$ cat src/dpr_consts.svh
// constants for the dual pipe rename and forward block
// assumes inclusion by the package and by the design module
`ifndef DPR_CONSTS_SVH
`define DPR_CONSTS_SVH
`define DPR_NPHYS    32
`define DPR_NLOG     8
`define DPR_PW       5
`define DPR_LW       3
`define DPR_FREE_RST 32'hffffff00
`define DPR_BYP_CYC  1
`endif

$ cat src/dpr_pkg.sv
// types for the dual pipe rename and forward block
// assumes dpr_consts.svh is on the include path
`include "dpr_consts.svh"
package dpr_pkg;
  typedef logic [`DPR_PW-1:0] dpr_phys_t;
  typedef logic [`DPR_LW-1:0] dpr_log_t;

  // one decoded instruction as it leaves the decode stage
  typedef struct packed {
    logic      valid;
    logic      rd_a;
    dpr_log_t  src_a;
    logic      rd_b;
    dpr_log_t  src_b;
    logic      wr;
    dpr_log_t  dst;
    logic      move;
    logic      mem_rd;
    logic      mem_wr;
    logic [1:0] size;
  } dpr_inst_t;

  // renamed pair handed to the address stage
  typedef struct packed {
    logic      valid;
    dpr_phys_t x_dst;
    dpr_phys_t x_a;
    dpr_phys_t x_b;
    dpr_phys_t y_dst;
    dpr_phys_t y_a;
    dpr_phys_t y_b;
    logic      opnd_fwd;
    logic      rslt_fwd;
    logic      bypass;
    logic      interlock;
  } dpr_issue_t;

  typedef enum logic [2:0] {
    DPR_RUN  = 3'h1,
    DPR_BYP  = 3'h2,
    DPR_WAIT = 3'h4
  } dpr_state_t;
endpackage : dpr_pkg

$ cat src/dpr_rename.sv
// rename, forward and bypass control for the paired integer pipes
// assumes decode, address stage and retire logic share CLK
//
// Operation
// (RULE1) each result gets a freshly allocated physical register
// (RULE2) Y writing a register X reads does not stall Y
// (RULE3) both writing one register: Y proceeds without stall
// (RULE4) after paired writes, later reads map to Y's register
// (RULE5) renamed pair may finish together or out of order
// (RULE6) read after write solved by operand or result forwarding
// (RULE7) X move feeds its one read to both instructions
// (RULE8) operand forwarding only for move-type X, register or memory
// (RULE9) operand forwarding only when operand sizes match
// (RULE10) X result stored to both destinations at once
// (RULE11) result forwarding only when Y is a move
// (RULE12) computed value goes straight to memory, saving a clock
// (RULE13) X store data bypassed to Y load, no memory read
// (RULE14) bypass only for cacheable locations
// (RULE15) bypass stalls Y for at most one clock
// (RULE16) pool of 32 physical registers for 8 logical ones
// (RULE17) exceptions and writes leave in program order
// (RULE18) unsolved dependency stalls Y by interlock
// (RULE19) register freed only when nothing references it
// (RULE20) X is the earlier instruction of the pair
`include "dpr_consts.svh"
module dpr_rename (
  input  wire logic               CLK,
  input  wire logic               RSTN,
  input  wire dpr_pkg::dpr_inst_t PAIR_X,
  input  wire dpr_pkg::dpr_inst_t PAIR_Y,
  input  wire logic               SAME_ADDR,
  input  wire logic               CACHEABLE,
  input  wire logic               X_DONE,
  input  wire logic [1:0]         FREE_EN,
  input  wire dpr_pkg::dpr_phys_t FREE_A,
  input  wire dpr_pkg::dpr_phys_t FREE_B,
  output logic                    PAIR_READY,
  output dpr_pkg::dpr_issue_t     ISSUE,
  output dpr_pkg::dpr_phys_t      X_OLD,
  output dpr_pkg::dpr_phys_t      Y_OLD,
  output logic                    Y_STALL,
  output logic                    Y_COMMIT_OK
);
  dpr_pkg::dpr_phys_t   map_ff [`DPR_NLOG];
  logic [`DPR_NPHYS-1:0] free_ff;
  logic [`DPR_NPHYS-1:0] nxt_free;
  dpr_pkg::dpr_state_t  st_ff;
  dpr_pkg::dpr_state_t  nxt_st;
  logic                 x_pend_ff;
  logic                 nxt_x_pend;
  dpr_pkg::dpr_issue_t  nxt_issue;

  // lowest free register other than skip
  function automatic dpr_pkg::dpr_phys_t pick(
      input logic [`DPR_NPHYS-1:0] v, input logic use_skip,
      input dpr_pkg::dpr_phys_t skip);
    dpr_pkg::dpr_phys_t r;
    r = '0;
    for (int i = `DPR_NPHYS - 1; i >= 0; i--) begin
      if (v[i] && !(use_skip && skip == i[`DPR_PW-1:0])) begin
        r = i[`DPR_PW-1:0];
      end
    end
    return r;
  endfunction : pick

  wire accept = PAIR_READY & PAIR_X.valid & (st_ff == dpr_pkg::DPR_RUN);
  wire x_w    = PAIR_X.wr;
  wire y_w    = PAIR_Y.valid & PAIR_Y.wr;

  // (RULE16) allocation draws from the 32 entry pool
  wire dpr_pkg::dpr_phys_t px = pick(free_ff, 1'b0, '0);
  wire dpr_pkg::dpr_phys_t py = pick(free_ff, x_w, px);

  // (RULE20) X earlier: only Y can depend on X
  wire raw_a   = PAIR_Y.valid & PAIR_Y.rd_a & x_w
                 & (PAIR_Y.src_a == PAIR_X.dst);
  wire raw_b   = PAIR_Y.valid & PAIR_Y.rd_b & x_w
                 & (PAIR_Y.src_b == PAIR_X.dst);
  wire raw     = raw_a | raw_b;
  wire mem_raw = PAIR_Y.valid & PAIR_X.mem_wr & PAIR_Y.mem_rd & SAME_ADDR;

  // (RULE8) (RULE9) move-type X with matching size
  wire opnd_ok = raw & PAIR_X.move & (PAIR_X.size == PAIR_Y.size);
  // (RULE11) Y must be a move
  wire rslt_ok = raw & ~opnd_ok & PAIR_Y.move;
  // (RULE14) bypass only for cacheable data
  wire byp_ok  = mem_raw & CACHEABLE;
  // (RULE18) (RULE6) anything unsolved interlocks
  wire ilock   = (raw & ~opnd_ok & ~rslt_ok) | (mem_raw & ~CACHEABLE);

  // (RULE7) register move: Y reads X's source directly
  wire reg_src = PAIR_X.rd_a & ~PAIR_X.mem_rd;
  wire dpr_pkg::dpr_phys_t x_src_p = map_ff[PAIR_X.src_a];
  wire dpr_pkg::dpr_phys_t y_a_p =
       (raw_a & opnd_ok & reg_src) ? x_src_p :
       raw_a ? px : map_ff[PAIR_Y.src_a];
  wire dpr_pkg::dpr_phys_t y_b_p =
       (raw_b & opnd_ok & reg_src) ? x_src_p :
       raw_b ? px : map_ff[PAIR_Y.src_b];

  // (RULE2) (RULE3) Y renamed, no stall for WAR or WAW
  always_comb begin
    nxt_issue           = '0;
    nxt_issue.valid     = accept;
    nxt_issue.x_dst     = px;
    nxt_issue.x_a       = map_ff[PAIR_X.src_a];
    nxt_issue.x_b       = map_ff[PAIR_X.src_b];
    nxt_issue.y_dst     = y_w ? (x_w ? py : px) : '0;
    nxt_issue.y_a       = y_a_p;
    nxt_issue.y_b       = y_b_p;
    nxt_issue.opnd_fwd  = accept & opnd_ok;
    // (RULE10) (RULE12) X result also written to Y dest
    nxt_issue.rslt_fwd  = accept & rslt_ok;
    // (RULE13) store data handed to the load
    nxt_issue.bypass    = accept & byp_ok & ~ilock;
    nxt_issue.interlock = accept & ilock;
  end

  // (RULE1) (RULE19) claim on issue, release only on retire
  wire dpr_pkg::dpr_phys_t ydst = x_w ? py : px;
  always_comb begin
    nxt_free = free_ff;
    if (accept && x_w) begin
      nxt_free[px] = 1'b0;
    end
    if (accept && y_w) begin
      nxt_free[ydst] = 1'b0;
    end
    if (FREE_EN[0]) begin
      nxt_free[FREE_A] = 1'b1;
    end
    if (FREE_EN[1]) begin
      nxt_free[FREE_B] = 1'b1;
    end
  end

  // (RULE15) bypass holds Y one clock; interlock until X done
  always_comb begin
    nxt_st = st_ff;
    unique case (st_ff)
      dpr_pkg::DPR_RUN: begin
        if (accept && ilock) begin
          nxt_st = dpr_pkg::DPR_WAIT;
        end else if (accept && byp_ok) begin
          nxt_st = dpr_pkg::DPR_BYP;
        end
      end
      dpr_pkg::DPR_BYP: nxt_st = dpr_pkg::DPR_RUN;
      dpr_pkg::DPR_WAIT: begin
        if (X_DONE) begin
          nxt_st = dpr_pkg::DPR_RUN;
        end
      end
      default: nxt_st = dpr_pkg::DPR_RUN;
    endcase
  end

  // (RULE17) Y may write or fault only once X has completed
  // (RULE5) completion itself is free to reorder
  assign nxt_x_pend = accept | (x_pend_ff & ~X_DONE);

  wire [`DPR_PW:0] nfree_cnt = (`DPR_PW+1)'($countones(nxt_free));
  wire pool_ok = nfree_cnt >= (`DPR_PW+1)'(2);

  always_ff @(posedge CLK or negedge RSTN) begin
    if (!RSTN) begin
      free_ff <= `DPR_FREE_RST;
      st_ff   <= dpr_pkg::DPR_RUN;
      x_pend_ff <= 1'b0;
    end else begin
      free_ff <= nxt_free;
      st_ff   <= nxt_st;
      x_pend_ff <= nxt_x_pend;
    end
  end

  // (RULE4) Y mapping written last so later reads see Y
  always_ff @(posedge CLK or negedge RSTN) begin
    if (!RSTN) begin
      for (int i = 0; i < `DPR_NLOG; i++) begin
        map_ff[i] <= i[`DPR_PW-1:0];
      end
    end else if (accept) begin
      if (x_w) begin
        map_ff[PAIR_X.dst] <= px;
      end
      if (y_w) begin
        map_ff[PAIR_Y.dst] <= ydst;
      end
    end
  end

  always_ff @(posedge CLK or negedge RSTN) begin
    if (!RSTN) begin
      ISSUE       <= '0;
      X_OLD       <= '0;
      Y_OLD       <= '0;
      PAIR_READY  <= 1'b1;
      Y_STALL     <= 1'b0;
      Y_COMMIT_OK <= 1'b1;
    end else begin
      ISSUE       <= nxt_issue;
      X_OLD       <= map_ff[PAIR_X.dst];
      Y_OLD       <= (x_w && PAIR_Y.dst == PAIR_X.dst) ? px
                     : map_ff[PAIR_Y.dst];
      PAIR_READY  <= pool_ok & (nxt_st == dpr_pkg::DPR_RUN);
      Y_STALL     <= nxt_st != dpr_pkg::DPR_RUN;
      Y_COMMIT_OK <= ~nxt_x_pend;
    end
  end
endmodule : dpr_rename

$ cat config.mk
export PLATFORM = sky130hd
export DESIGN_NAME = dpr_rename
export DESIGN_NICKNAME = d
export VERILOG_FILES = /design/src/dpr_pkg.sv /design/src/dpr_rename.sv
export VERILOG_INCLUDE_DIRS = /design/src
export SDC_FILE = /design/constraint.sdc
export NUM_CORES = 1
export LEC_CHECK = 0
export ABC_CLOCK_PERIOD_IN_PS = 8900
export BUFFER_PORTS_ARGS = -buffer_cell sky130_fd_sc_hd__buf_2
export CORE_AREA = 4 4 156 158
export CTS_CLUSTER_DIAMETER = 50
export CTS_CLUSTER_SIZE = 10
export DETAILED_ROUTE_END_ITERATION = 7
export DIE_AREA = 0 0 160 162
export PLACE_DENSITY_LB_ADDON = 0.08
export SLEW_MARGIN = 25
export SYNTH_ARGS = -nofsm -noshare
export SYNTH_HDL_FRONTEND = slang
export SYNTH_SLANG_ARGS = --single-unit
export TNS_END_PERCENT = 5
$ cat constraint.sdc
create_clock -name CLK -period 8.9 [get_ports CLK]
set_clock_uncertainty 0.1 [all_clocks]
set_input_delay 1.78 -clock CLK [delete_from_list [all_inputs] [get_ports CLK]]
set_output_delay 1.78 -clock CLK [all_outputs]
set_load 0.01 [all_outputs]
==> impl_metrics.py, run 1 <==
metrics = {
    "logic_synthesis": {
        "ys_types": 89,
        "yosysWarnings": 0,
        "syn_nets": 1089,
        "synth_edf_count": 0,
        "ys_seq_area_frac": 0.315,
        "synthArstFlopShare": 1.00,
        "synthFlopType": "dfrtp_1",
        "synth-seq-cells": 124,
        "avgSynthCellArea_um2": 9.96,
        "syn_inst": 1005,
        "synth_area_um2": 10000,
    },
    "power": {
        "sequentialPowerShare": 0.213,
        "internal_power_mw": 2.72,
        "power_switching_mw": 2.39,
        "power_density_nw_per_um2": 427,
        "switching_share": 0.467,
        "vdd_drop_max_mv": 1.08,
        "power_mw": 5.11,
        "leakagePower_nw": 4.83,
        "p_clk_frac": 0.139,
        "pwr-share-comb": 0.648,
    },
    "sta": {
        "fmax_ghz": 0.116,
        "worstMarginPinSlew_ns": 0.803,
        "max_slew_margin": 0.463,
        "fin_ws_ns": 0.243,
        "fin_tns_setup_ns": 0,
        "hold_viol_final": 0,
        "final_max_slew_viol_count": 0,
        "timing.final.crit_share": 0.973,
        "setup_viol": 0,
        "rsz0062_at_grt": "no",
        "finalCriticalPeriod_ns": 8.66,
    },
    "grt": {
        "grt_antenna_before_repair": 0,
        "first_global_vias": 9059,
        "grt-ovfl-total": 0,
        "grt_first_pass_wirelength_um": 54000,
        "grt_start_max_net_pins": 72,
        "grt_use_total": 0.267,
    },
    "layout": {
        "final_nets": 1223,
        "final_cell_mix": "buf_2, dfrtp_1, buf_4",
        "fin_cells": 1442,
        "final_common_cell": "buf_2",
        "area_growth_pct": 19.7,
        "final_core_util": 0.518,
        "drive_gt1_frac": 0.339,
        "diodes": 0,
    },
    "worst_setup_path": {
        "timing.rr.end": "PAIR_READY",
        "worst-r2r-setup-slack_ns": 0.35,
        "critPathCaptureType": "flop",
        "worstPathRequired_ns": 9.14,
        "startpoint_type": "primary input",
        "worstSetupPathType": "in -> reg",
        "arrival_ns": 8.90,
        "path_max_fanout": 6,
        "rr_startpoint": "free_ff[3]",
        "reg2reg_depth": 30,
    },
    "detailed_routing": {
        "drtPass1Iterations": 6,
        "drtIter0Drc": 847,
        "drc": 0,
        "via_per_inst": 6.49,
        "vias": 9359,
        "drtAntennaViolNets": 0,
        "routed_wl_um": 34800,
        "wl_per_cell_um": 24.1,
    },
    "placement": {
        "dp_cells": 1407,
        "gp_congestion": 0.915,
        "dpl.hpwl_um": 26000,
        "pre_cts_slack_ns": -0.250,
        "portBuffers": 98,
    },
    "cts": {
        "clk_pin_slew_worst_paths_ns": 0.07,
        "clockBufferDepth": 2,
        "cts.sinks": 124,
        "cts_tree": "done",
        "cts_max_level": 4,
        "ctsRootBufferMaster": "clkbuf_16",
        "cts_buffers": 17,
        "clk_latency_ns": 0.43,
    },
    "min_path": {
        "hold_path.class": "reg -> reg",
        "min_to": "st_ff[2]",
        "hold_start": "st_ff[1]",
        "holdPathStages": 1,
    },
    "outcome": {
        "status": "complete, no violations",
    },
    "floorplanning": {
        "fp.coreArea_um2": 23100,
        "num_rows": 56,
        "die_h_um": 162,
        "die_area_um2": 25900,
        "initial_core_util": 0.433,
        "io_pins": 101,
        "die_w_um": 160,
    },
    "run": {
        "drv_cap": 0,
    },
}
flip-flops by register name (all words and copies together) (netlist names):
signal and count:
ISSUE 35, PAIR_READY 1, X_OLD 5, Y_COMMIT_OK 1, Y_OLD 5, Y_STALL 1, free_ff 32, map_ff 40
st_ff 3, x_pend_ff 1
power by group through the flow:
stage	sequential [mW]	clock [mW]	combinational (mW)
global placement	1.07	0	3.24
floorplan	0.981	0	2.26
global route	1.12	0.745	3.77
finish	1.09	0.712	3.31
CTS	1.07	0.721	3.32
detailed placement	1.08	0	3.29
worst max path at each step:
stage | from | to | slack [ns] | cells past startpoint
detailed placement | PAIR_X[8] | PAIR_READY | -0.25 | 26
global placement | PAIR_X[8] | PAIR_READY | -0.22 | 26
CTS | PAIR_X[8] | PAIR_READY | 0.13 | 26
finish | PAIR_X[8] | PAIR_READY | 0.24 | 26
global route | PAIR_X[8] | PAIR_READY | 0.008 | 28
floorplan | PAIR_X[8] | PAIR_READY | 0.15 | 25
stage by stage:
step | area [um^2] | hold WS (ns)
finish | 12000 | 0.406
global route | 12000 | 0.432
CTS | 11900 | 0.405
detailed placement | 11300 | 0.410
global placement | 11300 | 0.392
floorplan | 10000 | 0.341
area by class of cell:
class	instances	area, um^2
sequential	124	3150
fill	2218	11100
timing repair buffer	185	1170
inverter	48	183
multi-input combinational	763	6520
clock inverter	15	164
clock buffer	17	425
tap	290	363
synthesized netlist by cell type (10+ instances only):
| cell | n | area, um^2 |
|---|---|---|
| a22o_1 | 19 | 166 |
| buf_1 | 13 | 48.8 |
| a211oi_1 | 13 | 97.6 |
| o21a_1 | 11 | 82.6 |
| dfrtp_1 | 85 | 2130 |
| nand2_1 | 72 | 270 |
| o22ai_1 | 44 | 275 |
| fa_1 | 24 | 480 |
| o31ai_1 | 14 | 105 |
| o221ai_1 | 11 | 96.3 |
| nor4_1 | 13 | 81.3 |
| a221o_1 | 13 | 130 |
| nor3b_1 | 10 | 75.1 |
| nor3_1 | 11 | 55.1 |
| dfstp_2 | 39 | 1020 |
| nand3_1 | 18 | 90.1 |
| o21ai_0 | 60 | 300 |
| mux4_2 | 60 | 1350 |
| a41oi_1 | 13 | 114 |
| inv_1 | 46 | 173 |
| a21oi_1 | 47 | 235 |
| nor2b_1 | 16 | 100 |
| nor4b_2 | 11 | 165 |
| nor2_1 | 81 | 304 |
| mux2_2 | 18 | 203 |
| o221a_1 | 10 | 113 |
| clkbuf_1 | 46 | 173 |
metal layers:
metal	up-vias	track usage	routed length (um)
li1	4210	-	-
met4	0	0.0630	541
met2	421	0.383	14900
met1	4692	0.407	16200
met5	-	0	0
met3	36	0.0690	3070
cell families after synthesis:
logic type,share of synthesized area
xor gates and xnor gates,0.00962
and+or+nand+nor,0.177
buffers and inverters,0.0476
DFF,0.315
muxes,0.159
AOI/OAI and AO/OA,0.235
adders and majority gates,0.0567
critical path, stage by stage:
cell      delay (ns)
buf_2           0.10
inv_1           0.05
a311o_2         0.38
or3_1           0.36
and2_1          0.17
or4_1           0.58
a211o_1         0.33
a21boi_4        0.18
nor3b_2         0.16
buf_4           0.16
a41oi_1         0.12
a221o_1         0.32
fa_1            0.55
inv_1           0.05
fa_1            0.45
fa_1            0.56
fa_2            0.49
fa_1            0.55
fa_1            0.41
inv_1           0.06
ha_1            0.16
inv_1           0.06
fa_1            0.37
a211oi_1        0.22
mux2_2          0.18
a31oi_1         0.08
timing repair:
| action | CTS | global route |
|---|---|---|
| hold endpoints to repair | 0 | 0 |
| gates resized for setup | 0 | 17 |
| hold buffers | 0 | 0 |
| endpoints found under the setup margin | 0 | 1 |
| buffers inserted | 0 | 3 |
Note: power is estimated with default switching activity, not from simulation.
==> run 2, diff against run 1 <==
--- a/config.mk
+++ b/config.mk
@@ -6,13 +6,14 @@
 export SDC_FILE = /design/constraint.sdc
 export NUM_CORES = 1
 export LEC_CHECK = 0
-export ABC_CLOCK_PERIOD_IN_PS = 8900
+export ABC_CLOCK_PERIOD_IN_PS = 10100
 export BUFFER_PORTS_ARGS = -buffer_cell sky130_fd_sc_hd__buf_2
 export CORE_AREA = 4 4 156 158
-export CTS_CLUSTER_DIAMETER = 50
+export CTS_CLUSTER_DIAMETER = 30
 export CTS_CLUSTER_SIZE = 10
 export DETAILED_ROUTE_END_ITERATION = 7
 export DIE_AREA = 0 0 160 162
+export GPL_TIMING_DRIVEN = 0
 export PLACE_DENSITY_LB_ADDON = 0.08
 export SLEW_MARGIN = 25
 export SYNTH_ARGS = -nofsm -noshare
==> constraint.sdc (replaced) <==
create_clock -name CLK -period 10.1 [get_ports CLK]
set_clock_uncertainty 0.1 [all_clocks]
set_input_delay 2.02 -clock CLK [delete_from_list [all_inputs] [get_ports CLK]]
set_output_delay 2.02 -clock CLK [all_outputs]
set_load 0.01 [all_outputs]
==> run 2 against run 1 <==
  * Sequential share of layout area grew 1.1 points
  * Cell area fell by 4.2%
  * Worst setup slack gained 0.11 ns
  * Global-route usage is 0.089 points higher
  * Worst hold slack gained 0.0026 ns
  * Combinational power decreased by 17%
  * Sequential power shrank 12%
  * Final cell count decreased by 1.7%
  * Routed wire length grew 0.41%
  * Flip-flop and latch count stayed put
==> impl_metrics.py, run 2 (synthesis results as in run 1) <==
metrics = {
    "outcome": {
        "status": "complete, no violations",
    },
    "detailed_routing": {
        "via_per_inst": 6.59,
        "drtIter0Drc": 973,
        "vias": 9345,
        "drtPass1Iterations": 5,
        "wl_per_cell_um": 24.6,
        "drc": 0,
        "drtAntennaViolNets": 0,
        "routed_wl_um": 34900,
    },
    "layout": {
        "largest_register_ffs": 40,
        "final_common_cell": "buf_2",
        "final_core_util": 0.497,
        "reg_top3": "map_ff (40), ISSUE (35), free_ff (32)",
        "area_growth_pct": 14.7,
        "top_register": "map_ff",
        "fillers": 2210,
        "final_nets": 1199,
        "final_area_um2": 11500,
        "drive_gt1_frac": 0.262,
        "diodes": 0,
        "final_cell_mix": "buf_2, dfrtp_1, nor2_1",
    },
    "floorplanning": {
        "num_rows": 56,
        "die_area_um2": 25900,
        "fp.coreArea_um2": 23100,
        "die_h_um": 162,
        "io_pins": 101,
        "die_w_um": 160,
        "initial_core_util": 0.433,
    },
    "sta": {
        "finalCriticalPeriod_ns": 9.75,
        "final_max_slew_viol_count": 0,
        "setup_viol": 0,
        "fin_tns_setup_ns": 0,
        "fmax_ghz": 0.103,
        "hold_viol_final": 0,
        "timing.final.crit_share": 0.965,
        "worstMarginPinSlew_ns": 0.826,
        "rsz0062_at_grt": "no",
        "max_slew_margin": 0.449,
    },
    "power": {
        "pwr-share-comb": 0.632,
        "p_clk_frac": 0.148,
        "internal_power_mw": 2.29,
        "switching_share": 0.473,
        "power_density_nw_per_um2": 378,
        "power_switching_mw": 2.05,
        "leakagePower_nw": 4.48,
        "sequentialPowerShare": 0.220,
        "vdd_drop_max_mv": 0.959,
    },
    "placement": {
        "place_area_um2": 10900,
        "portBuffers": 89,
        "gp_congestion": 0.929,
        "dpl.hpwl_um": 26800,
    },
    "grt": {
        "grt_start_max_net_pins": 64,
        "use_met2": 0.392,
        "met3_usage": 0.0596,
        "first_global_vias": 8870,
        "grt_antenna_before_repair": 0,
        "grt_use_total": 0.268,
        "grt_first_pass_wirelength_um": 53800,
        "grt-ovfl-total": 0,
        "use_met1": 0.412,
        "grt.busiest_layer": "met1",
    },
    "min_path": {
        "hold_start": "st_ff[1]",
        "hold_path.class": "reg -> reg",
    },
    "worst_setup_path": {
        "worstPathRequired_ns": 10.35,
        "startpoint": "PAIR_X[8]",
        "worstSetupPathType": "in -> reg",
        "path_max_fanout": 10,
        "critPathCaptureType": "flop",
        "startpoint_type": "primary input",
        "rr_startpoint": "free_ff[11]",
        "arrival_ns": 10.00,
    },
    "cts": {
        "clk_latency_ns": 0.43,
        "hold_buffers": 0,
        "clockBufferDepth": 2,
        "clk_pin_slew_worst_paths_ns": 0.07,
        "cts_max_level": 4,
        "ctsRootBufferMaster": "clkbuf_16",
        "cts_tree": "done",
        "cts_buffers": 17,
        "cts.sinks": 124,
    },
    "run": {
        "drv_cap": 0,
    },
}
[run 2: critical path: stages]
cell	delay, ns
clkbuf_1	0.39
inv_1	0.21
a311o_1	0.44
clkbuf_1	0.32
o41ai_1	0.60
nor2_1	0.10
a311o_1	0.35
a41o_1	0.28
buf_4	0.20
clkbuf_1	0.29
nor4b_1	0.39
o21ai_1	0.19
fa_1	0.54
inv_1	0.05
fa_1	0.48
fa_1	0.52
fa_1	0.52
fa_1	0.54
fa_1	0.41
inv_1	0.06
ha_1	0.18
inv_1	0.06
fa_1	0.37
a211oi_1	0.21
mux2_2	0.18
a31oi_1	0.08
[run 2: path summary, 6_finish.rpt]
| check | to | slack, ns | depth (start not counted) |
|---|---|---|---|
| setup reg to reg | PAIR_READY | 0.91 | 29 |
| setup / recovery | PAIR_READY | 0.35 | 26 |
| hold / removal | st_ff[2] | 0.41 | 1 |
| max in group asynchronous | free_ff[17] | 7.73 | 2 |
| min in group asynchronous | ISSUE[19] | 1.42 | 1 |
| hold reg to reg | st_ff[2] | 0.41 | 1 |
[run 2: metal layers]
metal | up-vias | share of wire
met5 | - | 0
met3 | 49 | 0.10
met2 | 504 | 0.43
met1 | 4642 | 0.45
met4 | 0 | 0.013
li1 | 4150 | -
[run 2: power by group through the flow]
stage          Sequential [mW]  Combinational (mW)  Clock (mW)
2_1_floorplan            0.865                2.00           0
3_3_place_gp             0.942                2.72           0
3_5_place_dp             0.945                2.72           0
4_1_cts                  0.937                2.76       0.649
5_1_grt                  0.974                3.12       0.671
6_report                 0.955                2.74       0.643
[run 2: what timing repair did]
| action | in CTS | in global routing |
|---|---|---|
| endpoints found under the setup margin | 0 | 1 |
| buffers inserted | 0 | 1 |
| gates resized for setup | 0 | 4 |
[run 2: layout make-up]
type	count	area, um^2	area share
Multi-Input combinational cell	763	6410	0.558
Sequential cell	124	3150	0.274
Timing Repair Buffer	91	490	0.0427
Clock buffer	17	425	0.0370
Tap cell	290	363	0.0316
Buffer	70	295	0.0257
Inverter	48	183	0.0159
Clock inverter	15	171	0.0149
[run 2: metrics by stage]
stage          cells  hold slack (ns)  setup WS [ns]  total power, mW
2_1_floorplan   1005            0.341           1.11             2.86
3_3_place_gp    1384            0.392         -0.248             3.66
3_5_place_dp    1385            0.400         -0.194             3.67
4_1_cts         1417            0.406          0.211             4.35
5_1_grt         1418            0.468         0.0834             4.76
6_report        1418            0.409          0.350             4.34
